File: src/rtl/spr_assist_params.svh
// Purpose: numbers of the special purpose register map and its assist fields
// Assumes: register numbers are the 10-bit decoded numbers, not the instruction field
// Notes:   definitions only
`ifndef SPR_ASSIST_PARAMS_SVH
`define SPR_ASSIST_PARAMS_SVH

// register numbers
`define SPR_NUM_SCRATCH_4     10'h114
`define SPR_NUM_SCRATCH_5     10'h115
`define SPR_NUM_SCRATCH_6     10'h116
`define SPR_NUM_SCRATCH_7     10'h117
`define SPR_NUM_EVENT_SEL     10'h3B9
`define SPR_NUM_MODE_CTRL     10'h3BA
`define SPR_NUM_PTE_COMPARE   10'h3D1
`define SPR_NUM_PTEG_PRIMARY  10'h3D2
`define SPR_NUM_PTEG_SECOND   10'h3D3
`define SPR_NUM_LRU_WRITE_A   10'h3D6
`define SPR_NUM_RECENT_FAULT  10'h3D7
`define SPR_NUM_BKPT_CTRL     10'h3D9
`define SPR_NUM_LRU_WRITE_B   10'h3DB
`define SPR_NUM_MISS_STATUS   10'h3DC
`define SPR_NUM_MISS_ADDRESS  10'h3DD
`define SPR_NUM_MCHK_CTRL     10'h3F0
`define SPR_NUM_IBKPT_ADDR    10'h3F2
`define SPR_NUM_L2_DATA       10'h3F4
`define SPR_NUM_DBKPT_COMPAT  10'h3F5
`define SPR_NUM_DBKPT_EXT     10'h3F6
`define SPR_NUM_L2_CTRL       10'h3FB
`define SPR_NUM_PROC_ID       10'h3FF

// reset values
`define MISS_ADDRESS_RESET    32'h0000_0000
`define MISS_STATUS_RESET     32'h0000_0000
`define STORE_WORD_RESET      32'h0000_0000

// field positions, little-endian bit numbers
`define MAR_SEG_LSB           28
`define MAR_API_LSB           22
`define MAR_PAGE_LSB          12
`define TLB_MISS_STATUS_WAY_LSB          23
`define BASE_ORG_HI_LSB       25
`define BASE_ORG_MID_LSB      16

// timing: request taken to reply
`define ACCESS_CYCLES         2

`endif

File: src/rtl/spr_assist_pkg.sv
// Purpose: types shared by the register map modules
// Assumes: nothing
// Notes:   numbers live in spr_assist_params.svh
package spr_assist_pkg;

   // access sequence, gray along idle-lookup-reply
   typedef enum logic [1:0]
   {
      ST_IDLE   = 2'h0,
      ST_LOOKUP = 2'h1,
      ST_REPLY  = 2'h3
   } access_state_t;

   // what a decoded register number selects
   typedef enum logic [3:0]
   {
      SEL_NONE, SEL_STORE, SEL_MAR, SEL_TLB_MISS_STATUS, SEL_CMP,
      SEL_PRIMARY_PTEG_ADDRESS, SEL_SECONDARY_PTEG_ADDRESS, SEL_LRU_A, SEL_LRU_B, SEL_MRF
   } reg_sel_t;

endpackage : spr_assist_pkg

File: src/rtl/assist_if.sv
// Purpose: carries the live page table inputs and derived words
// Assumes: all signals combinational within one clock domain
// Notes:   calc is the hash unit side
`timescale 1ns/10ps
interface assist_if;
   logic [31:0] miss_address;
   logic [31:0] table_base;
   logic [23:0] vsid;
   logic [31:0] compare_word;
   logic [31:0] hash_primary;
   logic [31:0] hash_secondary;

   modport calc (input miss_address, table_base, vsid,
                 output compare_word, hash_primary, hash_secondary);
   modport user (output miss_address, table_base, vsid,
                 input compare_word, hash_primary, hash_secondary);
endinterface : assist_if

File: src/rtl/pteg_hash_unit.sv
// Purpose: compare word and both group addresses from base, address, segment
// Assumes: base holds origin in 31:16 and mask in 8:0
// Notes:   purely combinational, so values follow their inputs at once
`timescale 1ns/10ps
`include "spr_assist_params.svh"
module pteg_hash_unit
(
   assist_if.calc port_a
);
   logic [18:0] hash_one;
   logic [18:0] hash_two;

   // primary hash is low segment id bits xor page index; secondary is its complement
   assign hash_one = port_a.vsid[18:0]
                   ^ {3'h0, port_a.miss_address[`MAR_PAGE_LSB +: 16]};
   assign hash_two = ~hash_one;

   // valid set, segment id, primary hash flag clear, abbreviated page index
   assign port_a.compare_word = {1'b1, port_a.vsid, 1'b0,
                                 port_a.miss_address[`MAR_API_LSB +: 6]};

   // masked upper hash bits merge into the origin, low six bits are zero
   assign port_a.hash_primary = {port_a.table_base[`BASE_ORG_HI_LSB +: 7],
      port_a.table_base[`BASE_ORG_MID_LSB +: 9] | (hash_one[18:10] & port_a.table_base[8:0]),
      hash_one[9:0], 6'h00};
   assign port_a.hash_secondary = {port_a.table_base[`BASE_ORG_HI_LSB +: 7],
      port_a.table_base[`BASE_ORG_MID_LSB +: 9] | (hash_two[18:10] & port_a.table_base[8:0]),
      hash_two[9:0], 6'h00};
endmodule : pteg_hash_unit

File: src/rtl/spr_word_store.sv
// Purpose: small word memory for plain read/write registers
// Assumes: one write and one read per cycle
// Notes:   read data come out of a register one cycle after the index
`timescale 1ns/10ps
`include "spr_assist_params.svh"
module spr_word_store
#(
   parameter int DEPTH = 14,
   parameter int WIDTH = 32
)
(
   input  wire logic                     clock,
   input  wire logic                     reset,
   input  wire logic                     wr_en,
   input  wire logic [$clog2(DEPTH)-1:0] wr_index,
   input  wire logic [WIDTH-1:0]         wr_data,
   input  wire logic [$clog2(DEPTH)-1:0] rd_index,
   output logic      [WIDTH-1:0]         rd_data
);
   typedef struct packed
   {
      logic [DEPTH-1:0][WIDTH-1:0] words;
      logic [WIDTH-1:0]            rd;
   } store_state_t;

   store_state_t s_reg;
   store_state_t s_next;

   initial
   begin
      if (DEPTH < 2 || WIDTH < 1 || WIDTH > 32)
         $error("spr_word_store: unsupported size");
   end

   // write-through is not offered: a read in the write cycle sees the old word
   always_comb
   begin
      s_next    = s_reg;
      s_next.rd = s_reg.words[rd_index];
      if (wr_en)
         s_next.words[wr_index] = wr_data;
   end

   always_ff @(posedge clock)
   begin
      if (reset)
         s_reg <= '{words: {DEPTH{WIDTH'(`STORE_WORD_RESET)}}, rd: WIDTH'(`STORE_WORD_RESET)};
      else
         s_reg <= s_next;
   end

   assign rd_data = s_reg.rd;
endmodule : spr_word_store

File: src/rtl/spr_map_tlb_miss_assist.sv
// Purpose: special purpose register map with TLB miss assist registers
// Assumes: the core sends one move-to/move-from request at a time; TLB and
//          segment registers live outside and answer combinationally
// Notes:   requests answer two cycles after they are taken
// Contract
// RULE_01: TLB interrupt loads miss address register
// RULE_02: capture fetch address or data address
// RULE_03: miss address is readable and writable
// RULE_04: interrupt records address and type together
// RULE_05: compare and hash reads use live inputs
// RULE_06: derived values follow base, address, segment
// RULE_07: LRU write picks set from present address
// RULE_08: LRU translation joins data, address, segment
// RULE_09: recent-fault entry chosen by address and status
// RULE_10: handlers keep inputs steady while using assists
// RULE_11: change inputs only with relocation off
// RULE_12: decode assist registers at their numbers
// RULE_13: four extra scratch registers 276 to 279
// RULE_14: problem-state access to these is refused
// RULE_15: writing compare register is invalid
// RULE_16: reading LRU write registers is invalid
// RULE_17: LRU write replaces least recent entry
// RULE_18: instruction field halves swapped for number
`timescale 1ns/10ps
`include "spr_assist_params.svh"
module spr_map_tlb_miss_assist
#(
   parameter int SET_BITS = 5
)
(
   input  wire logic                clock,
   input  wire logic                reset,
   input  wire logic                spr_req,
   input  wire logic                spr_write,
   input  wire logic [9:0]          spr_field,
   input  wire logic [31:0]         spr_wdata,
   input  wire logic                problem_state,
   output logic                     spr_ready,
   output logic                     spr_done,
   output logic                     spr_hit,
   output logic                     spr_priv_fault,
   output logic                     spr_invalid,
   output logic [31:0]              spr_rdata,
   input  wire logic                tlb_int_take,
   input  wire logic                tlb_int_is_fetch,
   input  wire logic [31:0]         tlb_int_iaddr,
   input  wire logic [31:0]         tlb_int_daddr,
   input  wire logic [31:0]         tlb_int_status,
   input  wire logic [31:0]         page_table_base,
   output logic [3:0]               seg_index,
   input  wire logic [23:0]         seg_vsid,
   output logic                     tlb_lru_wr,
   output logic                     tlb_lru_sel_b,
   output logic                     tlb_mrf_rd,
   output logic                     tlb_mrf_wr,
   output logic [SET_BITS-1:0]      tlb_set,
   output logic [1:0]               tlb_way,
   output logic [31:0]              tlb_entry_hi,
   output logic [31:0]              tlb_entry_lo,
   input  wire logic [31:0]         tlb_mrf_rdata
);
   localparam int STORE_DEPTH = 14;

   typedef struct packed
   {
      spr_assist_pkg::access_state_t st;
      spr_assist_pkg::reg_sel_t      sel;
      logic                          hit;
      logic                          priv;
      logic                          inval;
      logic [31:0]                   tlb_miss_address;
      logic [31:0]                   tlb_miss_status;
      logic [31:0]                   rdata;
      logic                          lru_wr;
      logic                          lru_b;
      logic                          mrf_rd;
      logic                          mrf_wr;
      logic [SET_BITS-1:0]           set;
      logic [1:0]                    way;
      logic [31:0]                   hi;
      logic [31:0]                   lo;
   } map_state_t;

   map_state_t                  s_reg;
   map_state_t                  s_next;
   logic [9:0]                  spr_num;
   spr_assist_pkg::reg_sel_t    dec_sel;
   logic [3:0]                  dec_idx;
   logic                        take;
   logic                        allowed;
   logic                        store_wr;
   logic [31:0]                 store_rd;
   logic [SET_BITS-1:0]         mar_set;
   logic [1:0]                  tlb_miss_status_way;
   assist_if                    assist ();

   initial
   begin
      if (SET_BITS < 1 || SET_BITS > 16)
         $error("spr_map_tlb_miss_assist: SET_BITS out of range");
   end

   // low half of the instruction field is the high half of the number
   assign spr_num = {spr_field[4:0], spr_field[9:5]}; // RULE_18

   // register number decode; anything else belongs to other units
   always_comb
   begin
      dec_sel = spr_assist_pkg::SEL_STORE;
      dec_idx = 4'h0;
      case (spr_num)
         `SPR_NUM_SCRATCH_4:    dec_idx = 4'h0; // RULE_13
         `SPR_NUM_SCRATCH_5:    dec_idx = 4'h1; // RULE_13
         `SPR_NUM_SCRATCH_6:    dec_idx = 4'h2; // RULE_13
         `SPR_NUM_SCRATCH_7:    dec_idx = 4'h3; // RULE_13
         `SPR_NUM_EVENT_SEL:    dec_idx = 4'h4;
         `SPR_NUM_MODE_CTRL:    dec_idx = 4'h5;
         `SPR_NUM_BKPT_CTRL:    dec_idx = 4'h6;
         `SPR_NUM_MCHK_CTRL:    dec_idx = 4'h7;
         `SPR_NUM_IBKPT_ADDR:   dec_idx = 4'h8;
         `SPR_NUM_L2_DATA:      dec_idx = 4'h9;
         `SPR_NUM_DBKPT_COMPAT: dec_idx = 4'hA;
         `SPR_NUM_DBKPT_EXT:    dec_idx = 4'hB;
         `SPR_NUM_L2_CTRL:      dec_idx = 4'hC;
         `SPR_NUM_PROC_ID:      dec_idx = 4'hD;
         `SPR_NUM_MISS_ADDRESS: dec_sel = spr_assist_pkg::SEL_MAR; // RULE_12
         `SPR_NUM_MISS_STATUS:  dec_sel = spr_assist_pkg::SEL_TLB_MISS_STATUS; // RULE_12
         `SPR_NUM_PTE_COMPARE:  dec_sel = spr_assist_pkg::SEL_CMP; // RULE_12
         `SPR_NUM_PTEG_PRIMARY: dec_sel = spr_assist_pkg::SEL_PRIMARY_PTEG_ADDRESS; // RULE_12
         `SPR_NUM_PTEG_SECOND:  dec_sel = spr_assist_pkg::SEL_SECONDARY_PTEG_ADDRESS; // RULE_12
         `SPR_NUM_LRU_WRITE_A:  dec_sel = spr_assist_pkg::SEL_LRU_A; // RULE_12
         `SPR_NUM_LRU_WRITE_B:  dec_sel = spr_assist_pkg::SEL_LRU_B; // RULE_12
         `SPR_NUM_RECENT_FAULT: dec_sel = spr_assist_pkg::SEL_MRF; // RULE_12
         default:               dec_sel = spr_assist_pkg::SEL_NONE;
      endcase
   end

   // privilege first, then direction checks; a refused access changes nothing
   assign take    = spr_req && (s_reg.st == spr_assist_pkg::ST_IDLE);
   assign allowed = take && (dec_sel != spr_assist_pkg::SEL_NONE) && !problem_state // RULE_14
      && !(spr_write && (dec_sel == spr_assist_pkg::SEL_CMP // RULE_15
                      || dec_sel == spr_assist_pkg::SEL_PRIMARY_PTEG_ADDRESS
                      || dec_sel == spr_assist_pkg::SEL_SECONDARY_PTEG_ADDRESS))
      && !(!spr_write && (dec_sel == spr_assist_pkg::SEL_LRU_A // RULE_16
                       || dec_sel == spr_assist_pkg::SEL_LRU_B));
   assign store_wr = allowed && spr_write && (dec_sel == spr_assist_pkg::SEL_STORE);

   // set and way always from the present registers, never a saved copy
   assign mar_set  = s_reg.tlb_miss_address[`MAR_PAGE_LSB +: SET_BITS]; // RULE_07
   assign tlb_miss_status_way = s_reg.tlb_miss_status[`TLB_MISS_STATUS_WAY_LSB +: 2]; // RULE_09

   // live derivation inputs
   assign assist.miss_address = s_reg.tlb_miss_address; // RULE_06
   assign assist.table_base   = page_table_base; // RULE_06
   assign assist.vsid         = seg_vsid; // RULE_06
   assign seg_index           = s_reg.tlb_miss_address[`MAR_SEG_LSB +: 4];

   pteg_hash_unit u_hash
   (
      .port_a (assist.calc)
   );

   spr_word_store #(.DEPTH(STORE_DEPTH), .WIDTH(32)) u_store
   (
      .clock    (clock),
      .reset    (reset),
      .wr_en    (store_wr),
      .wr_index (dec_idx),
      .wr_data  (spr_wdata),
      .rd_index (dec_idx),
      .rd_data  (store_rd)
   );

   // access sequence and register effects
   always_comb
   begin
      s_next        = s_reg;
      s_next.lru_wr = 1'b0;
      s_next.mrf_rd = 1'b0;
      s_next.mrf_wr = 1'b0;
      case (s_reg.st)
         spr_assist_pkg::ST_IDLE:
         begin
            if (take)
            begin
               s_next.st    = spr_assist_pkg::ST_LOOKUP;
               s_next.sel   = spr_write ? spr_assist_pkg::SEL_NONE : dec_sel;
               s_next.hit   = (dec_sel != spr_assist_pkg::SEL_NONE);
               s_next.priv  = (dec_sel != spr_assist_pkg::SEL_NONE) && problem_state;
               s_next.inval = (dec_sel != spr_assist_pkg::SEL_NONE) && !problem_state
                              && !allowed;
               if (!allowed)
                  s_next.sel = spr_assist_pkg::SEL_NONE;
               else if (spr_write)
               begin
                  case (dec_sel)
                     spr_assist_pkg::SEL_MAR:  s_next.tlb_miss_address  = spr_wdata; // RULE_03
                     spr_assist_pkg::SEL_TLB_MISS_STATUS: s_next.tlb_miss_status = spr_wdata;
                     spr_assist_pkg::SEL_LRU_A, spr_assist_pkg::SEL_LRU_B:
                     begin
                        s_next.lru_wr = 1'b1; // RULE_17
                        s_next.lru_b  = (dec_sel == spr_assist_pkg::SEL_LRU_B);
                        s_next.set    = mar_set; // RULE_07
                        s_next.hi     = assist.compare_word; // RULE_08
                        s_next.lo     = spr_wdata; // RULE_08
                     end
                     spr_assist_pkg::SEL_MRF:
                     begin
                        s_next.mrf_wr = 1'b1;
                        s_next.set    = mar_set; // RULE_09
                        s_next.way    = tlb_miss_status_way; // RULE_09
                        s_next.lo     = spr_wdata;
                     end
                     default: s_next.mrf_wr = 1'b0;
                  endcase
               end
               else if (dec_sel == spr_assist_pkg::SEL_MRF)
               begin
                  s_next.mrf_rd = 1'b1;
                  s_next.set    = mar_set; // RULE_09
                  s_next.way    = tlb_miss_status_way; // RULE_09
               end
            end
         end
         spr_assist_pkg::ST_LOOKUP:
         begin
            s_next.st = spr_assist_pkg::ST_REPLY;
            // derived words are sampled now, so they reflect the latest writes
            case (s_reg.sel)
               spr_assist_pkg::SEL_STORE: s_next.rdata = store_rd;
               spr_assist_pkg::SEL_MAR:   s_next.rdata = s_reg.tlb_miss_address; // RULE_03
               spr_assist_pkg::SEL_TLB_MISS_STATUS:  s_next.rdata = s_reg.tlb_miss_status;
               spr_assist_pkg::SEL_CMP:   s_next.rdata = assist.compare_word; // RULE_05
               spr_assist_pkg::SEL_PRIMARY_PTEG_ADDRESS: s_next.rdata = assist.hash_primary; // RULE_05
               spr_assist_pkg::SEL_SECONDARY_PTEG_ADDRESS: s_next.rdata = assist.hash_secondary; // RULE_05
               spr_assist_pkg::SEL_MRF:   s_next.rdata = tlb_mrf_rdata;
               default:                   s_next.rdata = 32'h0000_0000;
            endcase
         end
         spr_assist_pkg::ST_REPLY: s_next.st = spr_assist_pkg::ST_IDLE;
         default:                  s_next.st = spr_assist_pkg::ST_IDLE;
      endcase
      // capture wins over a software write in the same cycle
      if (tlb_int_take)
      begin
         s_next.tlb_miss_address  = tlb_int_is_fetch ? tlb_int_iaddr : tlb_int_daddr; // RULE_01 RULE_02
         s_next.tlb_miss_status = tlb_int_status; // RULE_04
      end
   end

   always_ff @(posedge clock)
   begin
      if (reset)
      begin
         s_reg      <= '0;
         s_reg.st   <= spr_assist_pkg::ST_IDLE;
         s_reg.sel  <= spr_assist_pkg::SEL_NONE;
         s_reg.tlb_miss_address  <= `MISS_ADDRESS_RESET;
         s_reg.tlb_miss_status <= `MISS_STATUS_RESET;
      end
      else
         s_reg <= s_next;
   end

   // outputs
   assign spr_ready      = (s_reg.st == spr_assist_pkg::ST_IDLE);
   assign spr_done       = (s_reg.st == spr_assist_pkg::ST_REPLY);
   assign spr_hit        = s_reg.hit;
   assign spr_priv_fault = s_reg.priv;
   assign spr_invalid    = s_reg.inval;
   assign spr_rdata      = s_reg.rdata;
   assign tlb_lru_wr     = s_reg.lru_wr;
   assign tlb_lru_sel_b  = s_reg.lru_b;
   assign tlb_mrf_rd     = s_reg.mrf_rd;
   assign tlb_mrf_wr     = s_reg.mrf_wr;
   assign tlb_set        = s_reg.set;
   assign tlb_way        = s_reg.way;
   assign tlb_entry_hi   = s_reg.hi;
   assign tlb_entry_lo   = s_reg.lo;
endmodule : spr_map_tlb_miss_assist

File: config.mk
export PLATFORM = sky130hd
export DESIGN_NAME = spr_map_tlb_miss_assist
export DESIGN_NICKNAME = d
export VERILOG_FILES = /design/src/rtl/spr_assist_pkg.sv /design/src/rtl/assist_if.sv /design/src/rtl/pteg_hash_unit.sv /design/src/rtl/spr_word_store.sv /design/src/rtl/spr_map_tlb_miss_assist.sv
export VERILOG_INCLUDE_DIRS = /design/src /design/src/rtl
export SDC_FILE = /design/constraint.sdc
export NUM_CORES = 2
export LEC_CHECK = 0
export BUFFER_PORTS_ARGS = -buffer_cell sky130_fd_sc_hd__buf_2
export CORE_ASPECT_RATIO = 2
export CORE_MARGIN = 5
export CORE_UTILIZATION = 60
export CTS_BUF_LIST = sky130_fd_sc_hd__clkbuf_4 sky130_fd_sc_hd__clkbuf_8
export DETAILED_ROUTE_END_ITERATION = 16
export MAX_ROUTING_LAYER = met4
export PLACE_DENSITY = 0.83
export REMOVE_ABC_BUFFERS = 1
export SLEW_MARGIN = 20
export SYNTH_ARGS = -nofsm -noshare
export SYNTH_HDL_FRONTEND = slang
export SYNTH_SLANG_ARGS = --single-unit
File: constraint.sdc
create_clock -name clock -period 4.6 [get_ports clock]
set_input_delay 0.92 -clock clock [delete_from_list [all_inputs] [get_ports clock]]
set_output_delay 0.92 -clock clock [all_outputs]
set_load 0.005 [all_outputs]
==> results.tsv <==
metric	value	unit
initial core utilization	0.603	
Comb pwr share	0.058	
Fillers	3992	
Pleak	0.0118	uW
cell area after synthesis	0.0300	mm^2
Post-Synthesis Mean Instance Area	7.87	um^2
clock skew	0.0335	ns
Root Driver	clkbuf_8	
Ports	349	
Detailed Place HPWL	65500	um
final hold vios	0	
slowest cell on the critical path	o31ai_4	
total wire length	105000	um
CP arrival	4.13	ns
Post-synth EDFFs	0	
Routed Antenna Nets	0	
Sw Ratio	0.246	
peak supply drop	0.216	mV
number of global-route vias before repair	27500	
most used cell along the critical path	buf_4	
DRC	0	
Nets	4089	
Post-Place Cell Area	0.0312	mm^2
DR vias	29000	
max reg flops	448	
drt pass-1 iters	12	
Hold Crit Class	register to register	
clock-pin slew on the worst setup and hold paths	0.07	ns
synth top area cells	dfxtp_1 44%, nand2_1 14%, a21oi_1 10%	
Final min period	3.54	ns
final design utilization	0.663	
Peak Freq	0.282	GHz
Clock Path Buffers	3	
CP Capture Type	register	
layout cells sized above 1	0.167	
#FFs+latches synth	659	
vias per cell	6.35	
Slew Limit Fails	0	
# rows	116	
RSZ-0062 raised after global routing	no	
Post-synth top flop	dfxtp_1	
initial drt markers	3919	
Die Area	0.0549	mm^2
TritonCTS clock tree	built	
top-area cell type share of the netlist area	0.440	
largest net degree at the start of global routing	149	
relative slew slack	0.321	
max incr delay on CP	0.75	ns
most frequent cells after synthesis	1110 x nand2_1, 659 x dfxtp_1, 603 x a21oi_1, 251 x mux2i_1, 244 x clkbuf_1	
total negative slack	0	ns
core footprint	0.0498	mm^2
Worst EP required	5.19	ns
ys async rst share	0	
clock group share of total power	0.412	
hold_buf cts	0	
Slew @ Worst Pin	1.01	ns
sequential share of power	0.530	
WL/cell	23.0	um
max_cap viols	0	
cell with the most instances after synthesis	nand2_1	
PD cells	331	mW/mm^2
Psw	2690	uW
Tot GR Track Use	0.373	
initial antenna violation count	6	
CTS resizes	0	
Die Y	326	um
Syn Inst Count	3811	
# port buffers	340	
Routability Congestion	0.959	
grt ovf	0	
status	finished clean	
cell area after layout	0.0330	mm^2
sequential area share after synthesis	0.440	
CTS Buf Count	87	
total clock sinks	659	
Final setup viols	0	
crit path cell chain	buf_2, and3b_1, a311o_1, a211o_1, o31ai_4, buf_4, or4_1, buf_4, nand2_1, a21oi_1	
R2R setup slack	1.36	ns
first-pass GRT wire length	156000	um
CP top delay family	compound AO/OA/AOI/OAI gates	
critical path launch point type	input port	
critical path class	input port to register	
Clock Latency Late Sink	0.70	ns
H-tree depth	3	
Yosys Warn Count	0	
area occupied by multi-input gates	0.0146	mm^2
overall power	10900	uW
critical path fanouts, max	32	
postcts setup bufs	0	
Final Cycle Share	0.771	
area delta synth->final	9.94	%
Reg area	0.0132	mm^2
Int Pwr	8240	uW
die span in x	168	um
CP bufs+invs	3	
Synth cell types	71	
cell taking the most area after synthesis	dfxtp_1	
## power groups by stage
stage | Combinational (uW) | Clock (uW) | Sequential (uW)
after CTS | 613 | 4520 | 5790
after floorplan | 202 | 0 | 5890
after detailed placement | 609 | 0 | 5910
final | 635 | 4500 | 5790
after global placement | 604 | 0 | 5910
after global routing | 670 | 4770 | 5790
## final timing paths
path	from	end	cells after the start
max reg2reg	s_reg[179]	u_store.s_reg[378]	7
min	tlb_entry_lo[14]	tlb_entry_lo[14]	2
min reg2reg	tlb_entry_lo[14]	tlb_entry_lo[14]	2
max	spr_field[6]	u_store.s_reg[212]	10
## per-layer routing
metal / routed length [um] / share of wire / global-route usage / vias up
met4: 9560 / 0.091 / 0.286 / 0
met1: 34700 / 0.33 / 0.400 / 13300
met5: 0 / 0 / - / -
met3: 12100 / 0.12 / 0.0855 / 630
met2: 48500 / 0.46 / 0.592 / 2090
li1: - / - / - / 12900
## tightest hold or removal path: stages (launching register included)
cell,delay (ns)
dfxtp_1,0.31
nand2_1,0.05
a21oi_1,0.05
## cell type report
class                           count  share of cell area
Timing Repair Buffer              428              0.0788
Inverter                            5            0.000569
Clock inverter                     11             0.00319
Sequential cell                   659               0.400
Antenna cell                        6            0.000455
Clock buffer                      135              0.0501
Tap cell                          649              0.0246
Multi-Input combinational cell   2675               0.442
## metrics by stage
stage               setup WS, ns  cells  hold slack, ns
CTS                         1.17   4562           0.442
detailed placement         0.489   4416           0.441
global route               0.994   4568           0.462
finish                      1.06   4568           0.446
floorplan                  -5.54   3339           0.425
global placement           0.566   4416           0.434
## cells in the final DEF, fill, tap and decap left out, types with 4 or more instances in the layout
master    synthesis  final
a211oi_1         34     34
a21oi_1         603    601
a222oi_1         46     46
a22oi_1          17     17
a311oi_1         16     16
a31oi_1          18     18
and3_1            6      5
buf_12            0     18
buf_2           108    338
buf_4           108     71
clkbuf_4          0     33
clkbuf_8          0    102
dfxtp_1         659    659
diode_2           0      6
inv_1             5      5
mux2_2           34     34
mux2i_1         251    251
nand2_1        1110   1110
nand2b_1          9      9
nand3_1          10      8
nand4_1           9      9
nor2_1          186    185
nor2b_1          32     32
nor3_1           41     40
nor4_1           33     33
nor4_4            8     10
nor4b_2           2      4
o21ai_0          25     25
o22ai_1          90     90
or3_1             5      5
or4_1            10     10
xor2_1           18     18
## kinds of logic after synthesis
kind of cell | after synthesis | share of synthesized area
AND/OR/NAND/NOR | 1497 | 0.210
XOR/XNOR | 18 | 0.00525
other | 1 | 0.000125
buffers and inverters | 477 | 0.0797
AO/OA/AOI/OAI | 874 | 0.168
multiplexers | 285 | 0.0965
flip-flops | 659 | 0.440
Note: power is estimated with default switching activity, not from simulation.
